<file path="src/common/reset_cause_pkg.sv">
// Shared constants and carrier types for the reset cause flag logic
package reset_cause_pkg;

    // Reset control register layout
    localparam int RESET_CAUSE_FLAGS_W    = 16;
    localparam int BIT_POR   = 0;
    localparam int BIT_BOR   = 1;
    localparam int BIT_IDLE  = 2;
    localparam int BIT_SLEEP = 3;
    localparam int BIT_WATCHDOG_TIMEOUT_FLAG  = 4;
    localparam int BIT_SWR   = 6;
    localparam int BIT_EXTERNAL_PIN_RESET_FLAG  = 7;
    localparam int BIT_CM    = 9;
    localparam int BIT_ILL   = 14;
    localparam int BIT_TRAP  = 15;

    localparam logic [15:0] RESET_CAUSE_FLAGS_RESET = 16'h0003;
    localparam logic [15:0] RESET_CAUSE_FLAGS_IMPL  = 16'hc2df;
    localparam logic [15:0] BOR_CLEAR  = 16'hc25c;

    // APB byte addresses
    localparam int          ADDR_W        = 12;
    localparam logic [11:0] ADDR_RESET_CAUSE_FLAGS     = 12'h000;
    localparam logic [11:0] ADDR_IRQ_STAT = 12'h004;
    localparam logic [11:0] ADDR_IRQ_MASK = 12'h008;
    localparam logic [11:0] ADDR_LIVE     = 12'h00c;

    // Internal reset pulse length in clock cycles
    localparam logic [3:0] HOLD_CYCLES = 4'h2;

    localparam logic [7:0] ILLEGAL_OPCODE = 8'h3f;
    localparam int         PC_W           = 24;
    localparam int         WIDX_W         = 4;

    typedef enum logic [0:0] {
        S_RUN  = 1'b0,
        S_HOLD = 1'b1
    } seq_state_t;

    typedef struct packed {
        logic swResetInstr;
        logic wdtExpire;
        logic trapConflict;
        logic sleepInstr;
        logic idleInstr;
        logic clrwdtInstr;
        logic borEvent;
    } cpu_event_t;

    typedef struct packed {
        logic            valid;
        logic [PC_W-1:0] opcode;
    } fetch_t;

    typedef struct packed {
        logic            valid;
        logic            vector;
        logic [PC_W-1:0] target;
    } pc_load_t;

    typedef struct packed {
        logic              valid;
        logic [WIDX_W-1:0] idx;
    } wreg_access_t;

endpackage

</file>
<file path="src/hw/pin_select_shadow.sv">
// Hardware shadow copy of the pin-select control registers
`timescale 1ns/1ps
module pin_select_shadow #(
    parameter int NUM_REGS = 8,
    parameter int REG_W    = 16
) (
    // Clock and reset
    input  wire logic                      clk,
    input  wire logic                      rst,
    input  wire logic                      ce,
    // Pin-select side
    input  wire logic [NUM_REGS*REG_W-1:0] liveRegs,
    input  wire logic                      legalUpdate,
    input  wire logic                      resync,
    // Result
    output logic                           mismatch
);
    typedef struct packed {
        logic [NUM_REGS*REG_W-1:0] shadow;
        logic                      primed;
        logic                      mismatch;
    } shadow_state_t;

    shadow_state_t st;
    shadow_state_t next_st;

    always_comb begin
        next_st = st;
        next_st.mismatch = 1'b0;
        // First cycle after power-on only primes, so reset values never trip it
        if (!st.primed || legalUpdate || resync) begin
            next_st.shadow = liveRegs;
            next_st.primed = 1'b1;
        end else begin
            next_st.mismatch = (liveRegs != st.shadow);
        end
    end

    always_ff @(posedge clk or posedge rst) begin
        if (rst) begin
            st <= '0;
        end else if (ce) begin
            st <= next_st;
        end
    end

    assign mismatch = st.mismatch;
endmodule

</file>
<file path="src/hw/wreg_init_tracker.sv">
// Tracks which working registers have been written since the last reset
`timescale 1ns/1ps
module wreg_init_tracker #(
    parameter int NUM_WREGS = 16,
    parameter int IDX_W     = 4,
    parameter int SP_INDEX  = 15
) (
    // Clock and reset
    input  wire logic                 clk,
    input  wire logic                 rst,
    input  wire logic                 ce,
    // Core side
    input  wire logic                 clearAll,
    input  wire logic                 wrValid,
    input  wire logic [IDX_W-1:0]     wrIdx,
    input  wire logic                 ptrValid,
    input  wire logic [IDX_W-1:0]     ptrIdx,
    // Results
    output logic                      uninitHit,
    output logic [NUM_WREGS-1:0]      initMask
);
    localparam logic [NUM_WREGS-1:0] SP_ONLY = NUM_WREGS'(1) << SP_INDEX;

    typedef struct packed {
        logic [NUM_WREGS-1:0] written;
    } track_state_t;

    track_state_t st;
    track_state_t next_st;

    always_comb begin
        next_st = st;
        if (clearAll) begin
            next_st.written = SP_ONLY;
        end else if (wrValid) begin
            next_st.written[wrIdx] = 1'b1;
        end
    end

    always_ff @(posedge clk or posedge rst) begin
        if (rst) begin
            st <= '{written: SP_ONLY};
        end else if (ce) begin
            st <= next_st;
        end
    end

    assign initMask  = st.written;
    assign uninitHit = ptrValid && !st.written[ptrIdx];
endmodule

</file>
<file path="src/hw/reset_cause_flag_logic.sv">
// Reset source detection, reset cause flags and APB register file
`timescale 1ns/1ps
//
// Contract
// - Shadow mismatch of pin-select registers resets device
// - Mismatch reset sets flag bit 9
// - Illegal-condition reset sets flag bit 14
// - Illegal opcode fetch resets device
// - Uninitialized pointer register use resets device
// - Reset clears registers except stack pointer
// - Restricted flow target triggers security reset
// - Branch-type program counter reload is flow change
// - Vector load of program counter is flow change
// - Illegal flag cleared only by power/brown-out or software write
// - Watchdog flag set on expiry, cleared listed
// - Brown-out clears listed flags; pin flag power-only
// - Brown-out flag on both; power flag power-only
// - Software can set and clear every flag
// - Flags stay readable across device resets
module reset_cause_flag_logic #(
    parameter logic [23:0] RESTRICT_LO  = 24'h000200,
    parameter logic [23:0] RESTRICT_HI  = 24'h0003ff,
    parameter int          PS_NUM_REGS  = 8,
    parameter int          PS_REG_W     = 16
) (
    // Clock, enable and power-on reset
    input  wire logic                                      clk,
    input  wire logic                                      rst,
    input  wire logic                                      ce,
    // APB slave
    input  wire logic                                      psel,
    input  wire logic                                      penable,
    input  wire logic                                      pwrite,
    input  wire logic [reset_cause_pkg::ADDR_W-1:0]        paddr,
    input  wire logic [31:0]                               pwdata,
    output logic      [31:0]                               prdata,
    output logic                                           pready,
    output logic                                           pslverr,
    // CPU core events
    input  wire reset_cause_pkg::cpu_event_t               cpuEvents,
    input  wire reset_cause_pkg::fetch_t                   fetch,
    input  wire reset_cause_pkg::pc_load_t                 pcLoad,
    input  wire reset_cause_pkg::wreg_access_t             wregWrite,
    input  wire reset_cause_pkg::wreg_access_t             ptrUse,
    // Pin-select control registers
    input  wire logic [PS_NUM_REGS*PS_REG_W-1:0]           pinSelRegs,
    input  wire logic                                      pinSelUpdate,
    // External reset pin, asynchronous
    input  wire logic                                      externalResetPinN,
    // Outputs
    output logic                                           deviceReset,
    output logic                                           irq
);
    typedef struct packed {
        reset_cause_pkg::seq_state_t fsm;
        logic [3:0]                  holdCnt;
        logic [15:0]                 pending;
        logic [15:0]                 flags;
        logic [15:0]                 irqStat;
        logic [15:0]                 irqMask;
        logic [31:0]                 prdata;
        logic                        pslverr;
        logic                        extSync1;
        logic                        extSync2;
        logic                        extLowPrev;
    } state_t;

    localparam state_t ST_RESET = '{
        fsm:        reset_cause_pkg::S_RUN,
        holdCnt:    4'h0,
        pending:    16'h0000,
        flags:      reset_cause_pkg::RESET_CAUSE_FLAGS_RESET,
        irqStat:    16'h0000,
        irqMask:    16'h0000,
        prdata:     32'h00000000,
        pslverr:    1'b0,
        extSync1:   1'b1,
        extSync2:   1'b1,
        extLowPrev: 1'b0
    };

    // Only the 3Fh upper byte is decoded; full opcode validity lives in the core
    function automatic logic isIllegalOpcode(input logic [23:0] op);
        return op[23:16] == reset_cause_pkg::ILLEGAL_OPCODE;
    endfunction

    function automatic logic inRestricted(input logic [23:0] a);
        return (a >= RESTRICT_LO) && (a <= RESTRICT_HI);
    endfunction

    function automatic logic isMapped(input logic [11:0] a);
        return (a == reset_cause_pkg::ADDR_RESET_CAUSE_FLAGS) || (a == reset_cause_pkg::ADDR_IRQ_STAT) ||
               (a == reset_cause_pkg::ADDR_IRQ_MASK) || (a == reset_cause_pkg::ADDR_LIVE);
    endfunction

    state_t      st;
    state_t      next_st;
    logic        cfgMismatch;
    logic        uninitHit;
    logic        illegalFetch;
    logic        securityHit;
    logic        extLow;
    logic        exitNow;
    logic        wrAccess;
    logic        swWrRcon;
    logic        pwrSave;
    logic [15:0] resetEv;
    logic [15:0] irqSets;

    pin_select_shadow #(
        .NUM_REGS (PS_NUM_REGS),
        .REG_W    (PS_REG_W)
    ) u_shadow (
        .clk         (clk),
        .rst         (rst),
        .ce          (ce),
        .liveRegs    (pinSelRegs),
        .legalUpdate (pinSelUpdate),
        .resync      (deviceReset),
        .mismatch    (cfgMismatch)
    );

    wreg_init_tracker #(
        .NUM_WREGS (16),
        .IDX_W     (reset_cause_pkg::WIDX_W),
        .SP_INDEX  (15)
    ) u_wregs (
        .clk       (clk),
        .rst       (rst),
        .ce        (ce),
        .clearAll  (deviceReset),
        .wrValid   (wregWrite.valid),
        .wrIdx     (wregWrite.idx),
        .ptrValid  (ptrUse.valid),
        .ptrIdx    (ptrUse.idx),
        .uninitHit (uninitHit),
        .initMask  ()
    );

    assign illegalFetch = fetch.valid && isIllegalOpcode(fetch.opcode);
    // Both branch-type and vector loads arrive on the same strobe
    assign securityHit  = pcLoad.valid && inRestricted(pcLoad.target);
    assign extLow       = !st.extSync2;
    assign exitNow      = (st.fsm == reset_cause_pkg::S_HOLD) && (st.holdCnt == 4'h0) && !extLow;
    assign wrAccess     = psel && penable && pwrite;
    assign swWrRcon     = wrAccess && (paddr == reset_cause_pkg::ADDR_RESET_CAUSE_FLAGS);
    assign pwrSave      = cpuEvents.sleepInstr || cpuEvents.idleInstr;

    always_comb begin
        resetEv = 16'h0000;
        resetEv[reset_cause_pkg::BIT_CM]   = cfgMismatch;
        resetEv[reset_cause_pkg::BIT_ILL]  = illegalFetch || uninitHit || securityHit;
        resetEv[reset_cause_pkg::BIT_TRAP] = cpuEvents.trapConflict;
        resetEv[reset_cause_pkg::BIT_EXTERNAL_PIN_RESET_FLAG] = extLow && !st.extLowPrev;
        resetEv[reset_cause_pkg::BIT_SWR]  = cpuEvents.swResetInstr;
        resetEv[reset_cause_pkg::BIT_WATCHDOG_TIMEOUT_FLAG] = cpuEvents.wdtExpire;
        resetEv[reset_cause_pkg::BIT_BOR]  = cpuEvents.borEvent;
    end

    always_comb begin
        next_st = st;
        next_st.extSync1   = externalResetPinN;
        next_st.extSync2   = st.extSync1;
        next_st.extLowPrev = extLow;

        // Reset sequencer; the cause is latched only once the pulse has run
        case (st.fsm)
            reset_cause_pkg::S_RUN: begin
                if (resetEv != 16'h0000) begin
                    next_st.fsm     = reset_cause_pkg::S_HOLD;
                    next_st.holdCnt = reset_cause_pkg::HOLD_CYCLES - 4'h1;
                    next_st.pending = resetEv;
                end
            end
            reset_cause_pkg::S_HOLD: begin
                if (st.holdCnt != 4'h0) begin
                    next_st.holdCnt = st.holdCnt - 4'h1;
                    next_st.pending = st.pending | resetEv;
                end else if (!exitNow) begin
                    next_st.pending = st.pending | resetEv;
                end else begin
                    next_st.pending = resetEv;
                    if (resetEv == 16'h0000) begin
                        next_st.fsm = reset_cause_pkg::S_RUN;
                    end else begin
                        next_st.holdCnt = reset_cause_pkg::HOLD_CYCLES - 4'h1;
                    end
                end
            end
            default: begin
                next_st.fsm = reset_cause_pkg::S_RUN;
            end
        endcase

        // Flags survive device resets except brown-out, which clears the BOR_CLEAR bits; only power-on reset reinitializes them
        if (swWrRcon) begin
            next_st.flags = pwdata[15:0] & reset_cause_pkg::RESET_CAUSE_FLAGS_IMPL;
        end
        if (cpuEvents.clrwdtInstr || pwrSave) begin
            next_st.flags[reset_cause_pkg::BIT_WATCHDOG_TIMEOUT_FLAG] = 1'b0;
        end
        if (exitNow) begin
            if (st.pending[reset_cause_pkg::BIT_BOR]) begin
                next_st.flags = next_st.flags & ~reset_cause_pkg::BOR_CLEAR;
            end
            next_st.flags = next_st.flags | st.pending;
        end
        if (cpuEvents.sleepInstr) begin
            next_st.flags[reset_cause_pkg::BIT_SLEEP] = 1'b1;
        end
        if (cpuEvents.idleInstr) begin
            next_st.flags[reset_cause_pkg::BIT_IDLE] = 1'b1;
        end

        // Sticky interrupt status: hardware set beats a same-cycle clear
        irqSets = exitNow ? st.pending : 16'h0000;
        irqSets[reset_cause_pkg::BIT_SLEEP] = irqSets[reset_cause_pkg::BIT_SLEEP] ||
                                              cpuEvents.sleepInstr;
        irqSets[reset_cause_pkg::BIT_IDLE]  = irqSets[reset_cause_pkg::BIT_IDLE] ||
                                              cpuEvents.idleInstr;
        if (wrAccess && (paddr == reset_cause_pkg::ADDR_IRQ_STAT)) begin
            next_st.irqStat = st.irqStat & ~pwdata[15:0];
        end
        next_st.irqStat = (next_st.irqStat | irqSets) & reset_cause_pkg::RESET_CAUSE_FLAGS_IMPL;
        if (wrAccess && (paddr == reset_cause_pkg::ADDR_IRQ_MASK)) begin
            next_st.irqMask = pwdata[15:0] & reset_cause_pkg::RESET_CAUSE_FLAGS_IMPL;
        end

        // Read data and error are captured in the setup phase
        if (psel && !penable) begin
            next_st.pslverr = !isMapped(paddr);
            if (paddr == reset_cause_pkg::ADDR_RESET_CAUSE_FLAGS) begin
                next_st.prdata = {16'h0000, st.flags};
            end else if (paddr == reset_cause_pkg::ADDR_IRQ_STAT) begin
                next_st.prdata = {16'h0000, st.irqStat};
            end else if (paddr == reset_cause_pkg::ADDR_IRQ_MASK) begin
                next_st.prdata = {16'h0000, st.irqMask};
            end else if (paddr == reset_cause_pkg::ADDR_LIVE) begin
                next_st.prdata = {29'h00000000, extLow, cfgMismatch, deviceReset};
            end else begin
                next_st.prdata = 32'h00000000;
            end
        end
    end

    always_ff @(posedge clk or posedge rst) begin
        if (rst) begin
            st <= ST_RESET;
        end else if (ce) begin
            st <= next_st;
        end
    end

    assign deviceReset = (st.fsm == reset_cause_pkg::S_HOLD);
    assign irq         = |(st.irqStat & st.irqMask);
    assign prdata      = st.prdata;
    assign pslverr     = st.pslverr;
    assign pready      = 1'b1;
endmodule

</file>
<file path="config.mk">
export PLATFORM = sky130hd
export DESIGN_NAME = reset_cause_flag_logic
export DESIGN_NICKNAME = d
export VERILOG_FILES = /design/src/common/reset_cause_pkg.sv /design/src/hw/pin_select_shadow.sv /design/src/hw/wreg_init_tracker.sv /design/src/hw/reset_cause_flag_logic.sv
export SDC_FILE = /design/constraint.sdc
export NUM_CORES = 1
export LEC_CHECK = 0
export BUFFER_PORTS_ARGS = -buffer_cell sky130_fd_sc_hd__buf_2
export CAP_MARGIN = 10
export CORE_ASPECT_RATIO = 1.4
export CORE_MARGIN = 2
export CORE_UTILIZATION = 48
export DETAILED_ROUTE_END_ITERATION = 6
export GPL_ROUTABILITY_DRIVEN = 0
export PLACE_DENSITY_LB_ADDON = 0.1
export SLEW_MARGIN = 20
export SYNTH_ARGS = -nofsm -noshare
export SYNTH_HDL_FRONTEND = slang
export SYNTH_HIERARCHICAL = 1
export SYNTH_SLANG_ARGS = --single-unit
</file>
<file path="constraint.sdc">
create_clock -name clk -period 4.5 [get_ports clk]
set_clock_uncertainty 0.15 [all_clocks]
set_input_delay 0.9 -clock clk [delete_from_list [all_inputs] [get_ports clk]]
set_output_delay 0.9 -clock clk [all_outputs]
set_load 0.005 [all_outputs]
</file>
* Yosys cells after proc, flatten, opt, wreduce, memory -nomap -nowiden
Index checks and enable logic that the tools add are counted.
** Cells by class
- $lt $le $gt $ge :: 5
- Multiplexer cells :: 28
- Add/sub/neg operators :: 1
- Equal/unequal tests :: 8
- Reductions and logical operators :: 44
- Bitwise operators :: 8
** Operators by type and width (count)
- two-way mux 16 bit :: 12
- != test 128 bit :: 1
- bitwise OR 16 bit :: 4
- one-hot mux 21 bit (2 select lines) :: 1
- AND 16 bit :: 2
- equality test 12 x 4 -> 1 bit (second input constant) :: 2
- >= comparator 24 x 10 -> 1 bit (second input constant) :: 1
- less-or-equal comparator 24 x 10 -> 1 bit (second input constant) :: 1
- two-way mux 21 bit :: 1
- two-way mux 20 bit :: 1
- logical NOT 16 bit :: 1
- inverter 16 bit :: 1
- nonzero test 16 bit :: 1
- OR reduction 16 bit :: 1
- logical AND 1 bit :: 14
- equality test 12 x 3 -> 1 bit (second input constant) :: 1
- logical NOT 12 bit :: 1
- logical OR 1 bit :: 11
- less-than comparator 4 x 5 -> 1 bit (second input constant) :: 2
- AND reduction 2 bit :: 5
- equality test 8 x 6 -> 1 bit (second input constant) :: 1
- two-way mux 1 bit :: 8
- logical NOT 1 bit :: 6
- two-way mux 5 bit :: 1
- 14 further kinds :: 14
** Word-level totals
- Output and inout bits :: 36
- Bits of input ports :: 248
- Logic and storage cells :: 109
- Register bits after elaboration :: 239

* Logic depth before layout (Yosys ltp)
- Word-level depth :: 11
- Depth in mapped cells :: 7
- Depth with buffers taken out :: 6

* Modules after synthesis
Netlist, hierarchy kept.
** Modules (own cells, without submodules)
- pin_select_shadow :: times used 1, cells each 450, seq. area each 3253.1 µm², area each 6226.0 µm²
- reset_cause_flag_logic :: times used 1, cells each 339, seq. area each 1706.6 µm², area each 3612.2 µm²
- wreg_init_tracker :: times used 1, cells each 71, seq. area each 401.6 µm², area each 829.5 µm²

* Worst setup path before layout
Ideal clock, no wire load.
- Kind :: input to register
- Start :: in cpuEvents[0] (netlist bit)
- End :: reg, netlist name st[100]
- Setup time :: 0.120 ns
- Cell stages on the path :: 4
- Slack :: 2.148 ns
- Required time :: 4.230 ns
- Path buffers :: 0
- Arrival :: 2.081 ns
- Cell sequence :: or4_4 a2111oi_4 nand4b_1 o211a_1
** RTL lines
- start: declaration :: line reset_cause_flag_logic.sv:40 : input wire reset_cause_pkg::cpu_event_t cpuEvents,

==> out/metrics.cfg <==
[die]
start_util_pct = 48.8
rows = 64
die_area_sq_um = 23400
core_sq_um = 21900
die_height_um = 180
fp.dieW_um = 130
ios = 284

[setup_path]
timing.critical_path.slowest_stage_cell = dfrtp_1
critPathArrivalTime_ns = 1.62
critPathMaxFanout = 3
crit_chain = a22o_1 -> a221oi_1 -> nand4_1 -> buf_2
crit_path_start_kind = register
critPathMaxStageDelay_ns = 0.40
cp_data_required_time_ns = 3.45
critPathKind = register to output pin
end_kind = output pin

[yosys]
synth-seq-area-share_pct = 50.3
ys.flop_type = dfrtp_1
synth_cell_types = 64
syn_area_sq_um = 10700
async_flop_share_pct = 100
netlist_instances = 860
yosys.area.top_type = dfrtp_1
syn_area_per_cell_sq_um = 12.4
synth_top_cell_area_share_pct = 49.0
synth_edf_count = 0
ys_ff_latch = 214
yosys_warnings = 6
synth_area_leaders = dfrtp_1, mux2_2, xnor2_1, buf_4, nand4_1

[detailed_routing]
first_pass_iters = 4
drt_iter0_drc = 292
routed_wl_um = 22900
ant_nets = 0
drc = 0
vias = 7202
vias_per_cell = 5.21
routedWlPerCell_um = 16.6

[global_routing]
grtUsageTotal_pct = 19.3
gr-usage-met3_pct = 5.40
grt_pass1_wl_um = 36300
grt-ovfl-total = 0
antenna_found_initial = 8
met2_usage_pct = 33.5
busiest_layer = met2
grtUsageMet1_pct = 23.4
grt_max_degree = 68
grt_pass1_vias = 7342

[timing]
tightest_slew_ns = 0.872
fin_tns_setup_ns = 0
final.setup.worst_slack_ns = 1.83
period_needed_ns = 2.67
finalMaxSlewViolations = 0
slew_headroom_pct = 41.7
hold_viol = 0
rsz0062_at_grt = false
finalSetupViolations = 0
period_share_pct = 59.3
max_clock_freq_mhz = 375

[final_layout]
layout-drive-gt1-share_pct = 39.6
final_common_cell = buf_2
finalNetCount = 1315
n_fill_cell = 1939
syn2layout_area_growth_pct = 18.1
final_cell_mix = buf_2, dfrtp_1, mux2_2

[power_and_ir_drop]
switchingPower_mw = 1.28
p_int_mw = 3.65
p_comb_share_pct = 16.3
pwr-share-seq_pct = 47.1
power.density_nw_per_um2 = 391
pwr-share-clk_pct = 36.6
peakVddDrop_mv = 0.266
switching_share_pct = 25.9
leakage_nw = 5.53
finalPower_mw = 4.93

[placement]
io_buffers = 218
place_ws_ns = 1.31
dp_hpwl_um = 16900

[cts]
cts_tree = built
cts-root-buf = clkbuf_16
h-tree-depth = 1
clk_latency_ns = 0.50
cts_buffers = 23
clkSlewWorstSetupHoldPaths_ns = 0.06
clk_path_buf_depth = 3
cts_resized = 0
cts_setup_buffers = 0
cts_hold_buffers = 0
clock-sinks = 214

[worst_hold_path]
hold_class = register to register

[outcome]
outcome = complete, no violations

[flow_run]
cap_violations = 0

-- final timing paths --
path / start / end / slack, ns / cells after the start
setup / recovery: register / irq / 1.83 / 4
hold / removal: prdata[9] / prdata[9] / 0.32 / 2
setup reg to reg: deviceReset / u_shadow/st[53] / 1.94 / 5
hold reg to reg: prdata[9] / prdata[9] / 0.32 / 2
max in group asynchronous: rst / u_shadow/st[66] / 2.90 / 3
min in group asynchronous: rst / u_wregs/initMask[8] / 0.39 / 2
-- final cells by class --
class | count | area (sq um) | area share, %
repair buffers | 228 | 1180 | 9.39
clock inverters | 5 | 60.1 | 0.477
multi-input cells | 582 | 4890 | 38.8
inverters | 16 | 65.1 | 0.516
clock buffers | 36 | 654 | 5.19
well taps | 297 | 372 | 2.95
diodes | 5 | 12.5 | 0.0993
flip-flops and latches | 214 | 5360 | 42.6
-- state kept, by name, summed over array words and instances, names as in the netlist, named ones only --
register           cells
next_st                1
u_shadow/st          129
pslverr                1
u_wregs/initMask      16
prdata                16
st                    47
deviceReset            1
u_shadow/mismatch      1
-- cells in the mapped netlist, types with 5 or more instances --
library cell	count
nand2_1	38
o21a_1	14
o31ai_1	9
o21ai_1	5
clkbuf_1	6
and2_1	6
buf_4	46
buf_2	8
a41oi_1	9
mux2_2	141
xnor2_1	128
dfrtp_1	209
a22o_1	7
mux2i_1	16
a22oi_1	7
o21ai_0	15
a21oi_1	20
nor4_1	16
nor3_1	9
inv_1	16
dfstp_2	5
nand4_1	39
nor2_1	19
-- layer usage --
metal,routed length [um],up-vias
li1,-,3469
met1,9370,3509
met2,11500,183
met3,1550,33
met4,389,8
met5,58,-
-- power groups by stage --
stage / logic, mW / clock network [mW] / registers, mW
floorplan: 0.601 / 0 / 2.31
detailed placement: 0.813 / 0 / 2.35
finish: 0.805 / 1.80 / 2.32
global route: 0.908 / 1.93 / 2.35
CTS: 0.818 / 1.86 / 2.32
global placement: 0.796 / 0 / 2.34
-- metrics by stage --
step	utilization, %	cells	hold WS [ns]	cell area, sq um
after floorplan	-	875	0.300	10700
after global placement	54.2	1336	0.307	11900
after detailed placement	54.2	1336	0.313	11900
after CTS	57.5	1377	0.326	12600
after global routing	57.6	1381	0.344	12600
final	57.6	1383	0.320	12600
-- cells by family (layout without fill, tap and decap cells) --
family,after synthesis,count (layout),share of synthesized area [%]
AO/OA/AOI/OAI,103,103,6.92
XOR/XNOR,128,128,10.5
adder cells (fa/ha/maj),2,2,0.235
buffers and inverters,79,285,4.49
flip-flops,214,214,50.3
multiplexers,163,163,17.8
other,2,22,0.0704
AND/OR/NAND/NOR,169,169,9.76
-- critical path: cells and delay by family, from the launching register on --
| kind | cells | cell delay (ns) |
|---|---|---|
| AOI/OAI and AO/OA | 2 | 0.46 |
| buffers and inverters | 1 | 0.15 |
| DFF | 1 | 0.40 |
| and+or+nand+nor | 1 | 0.11 |
Note: power is estimated with default switching activity, not from simulation.
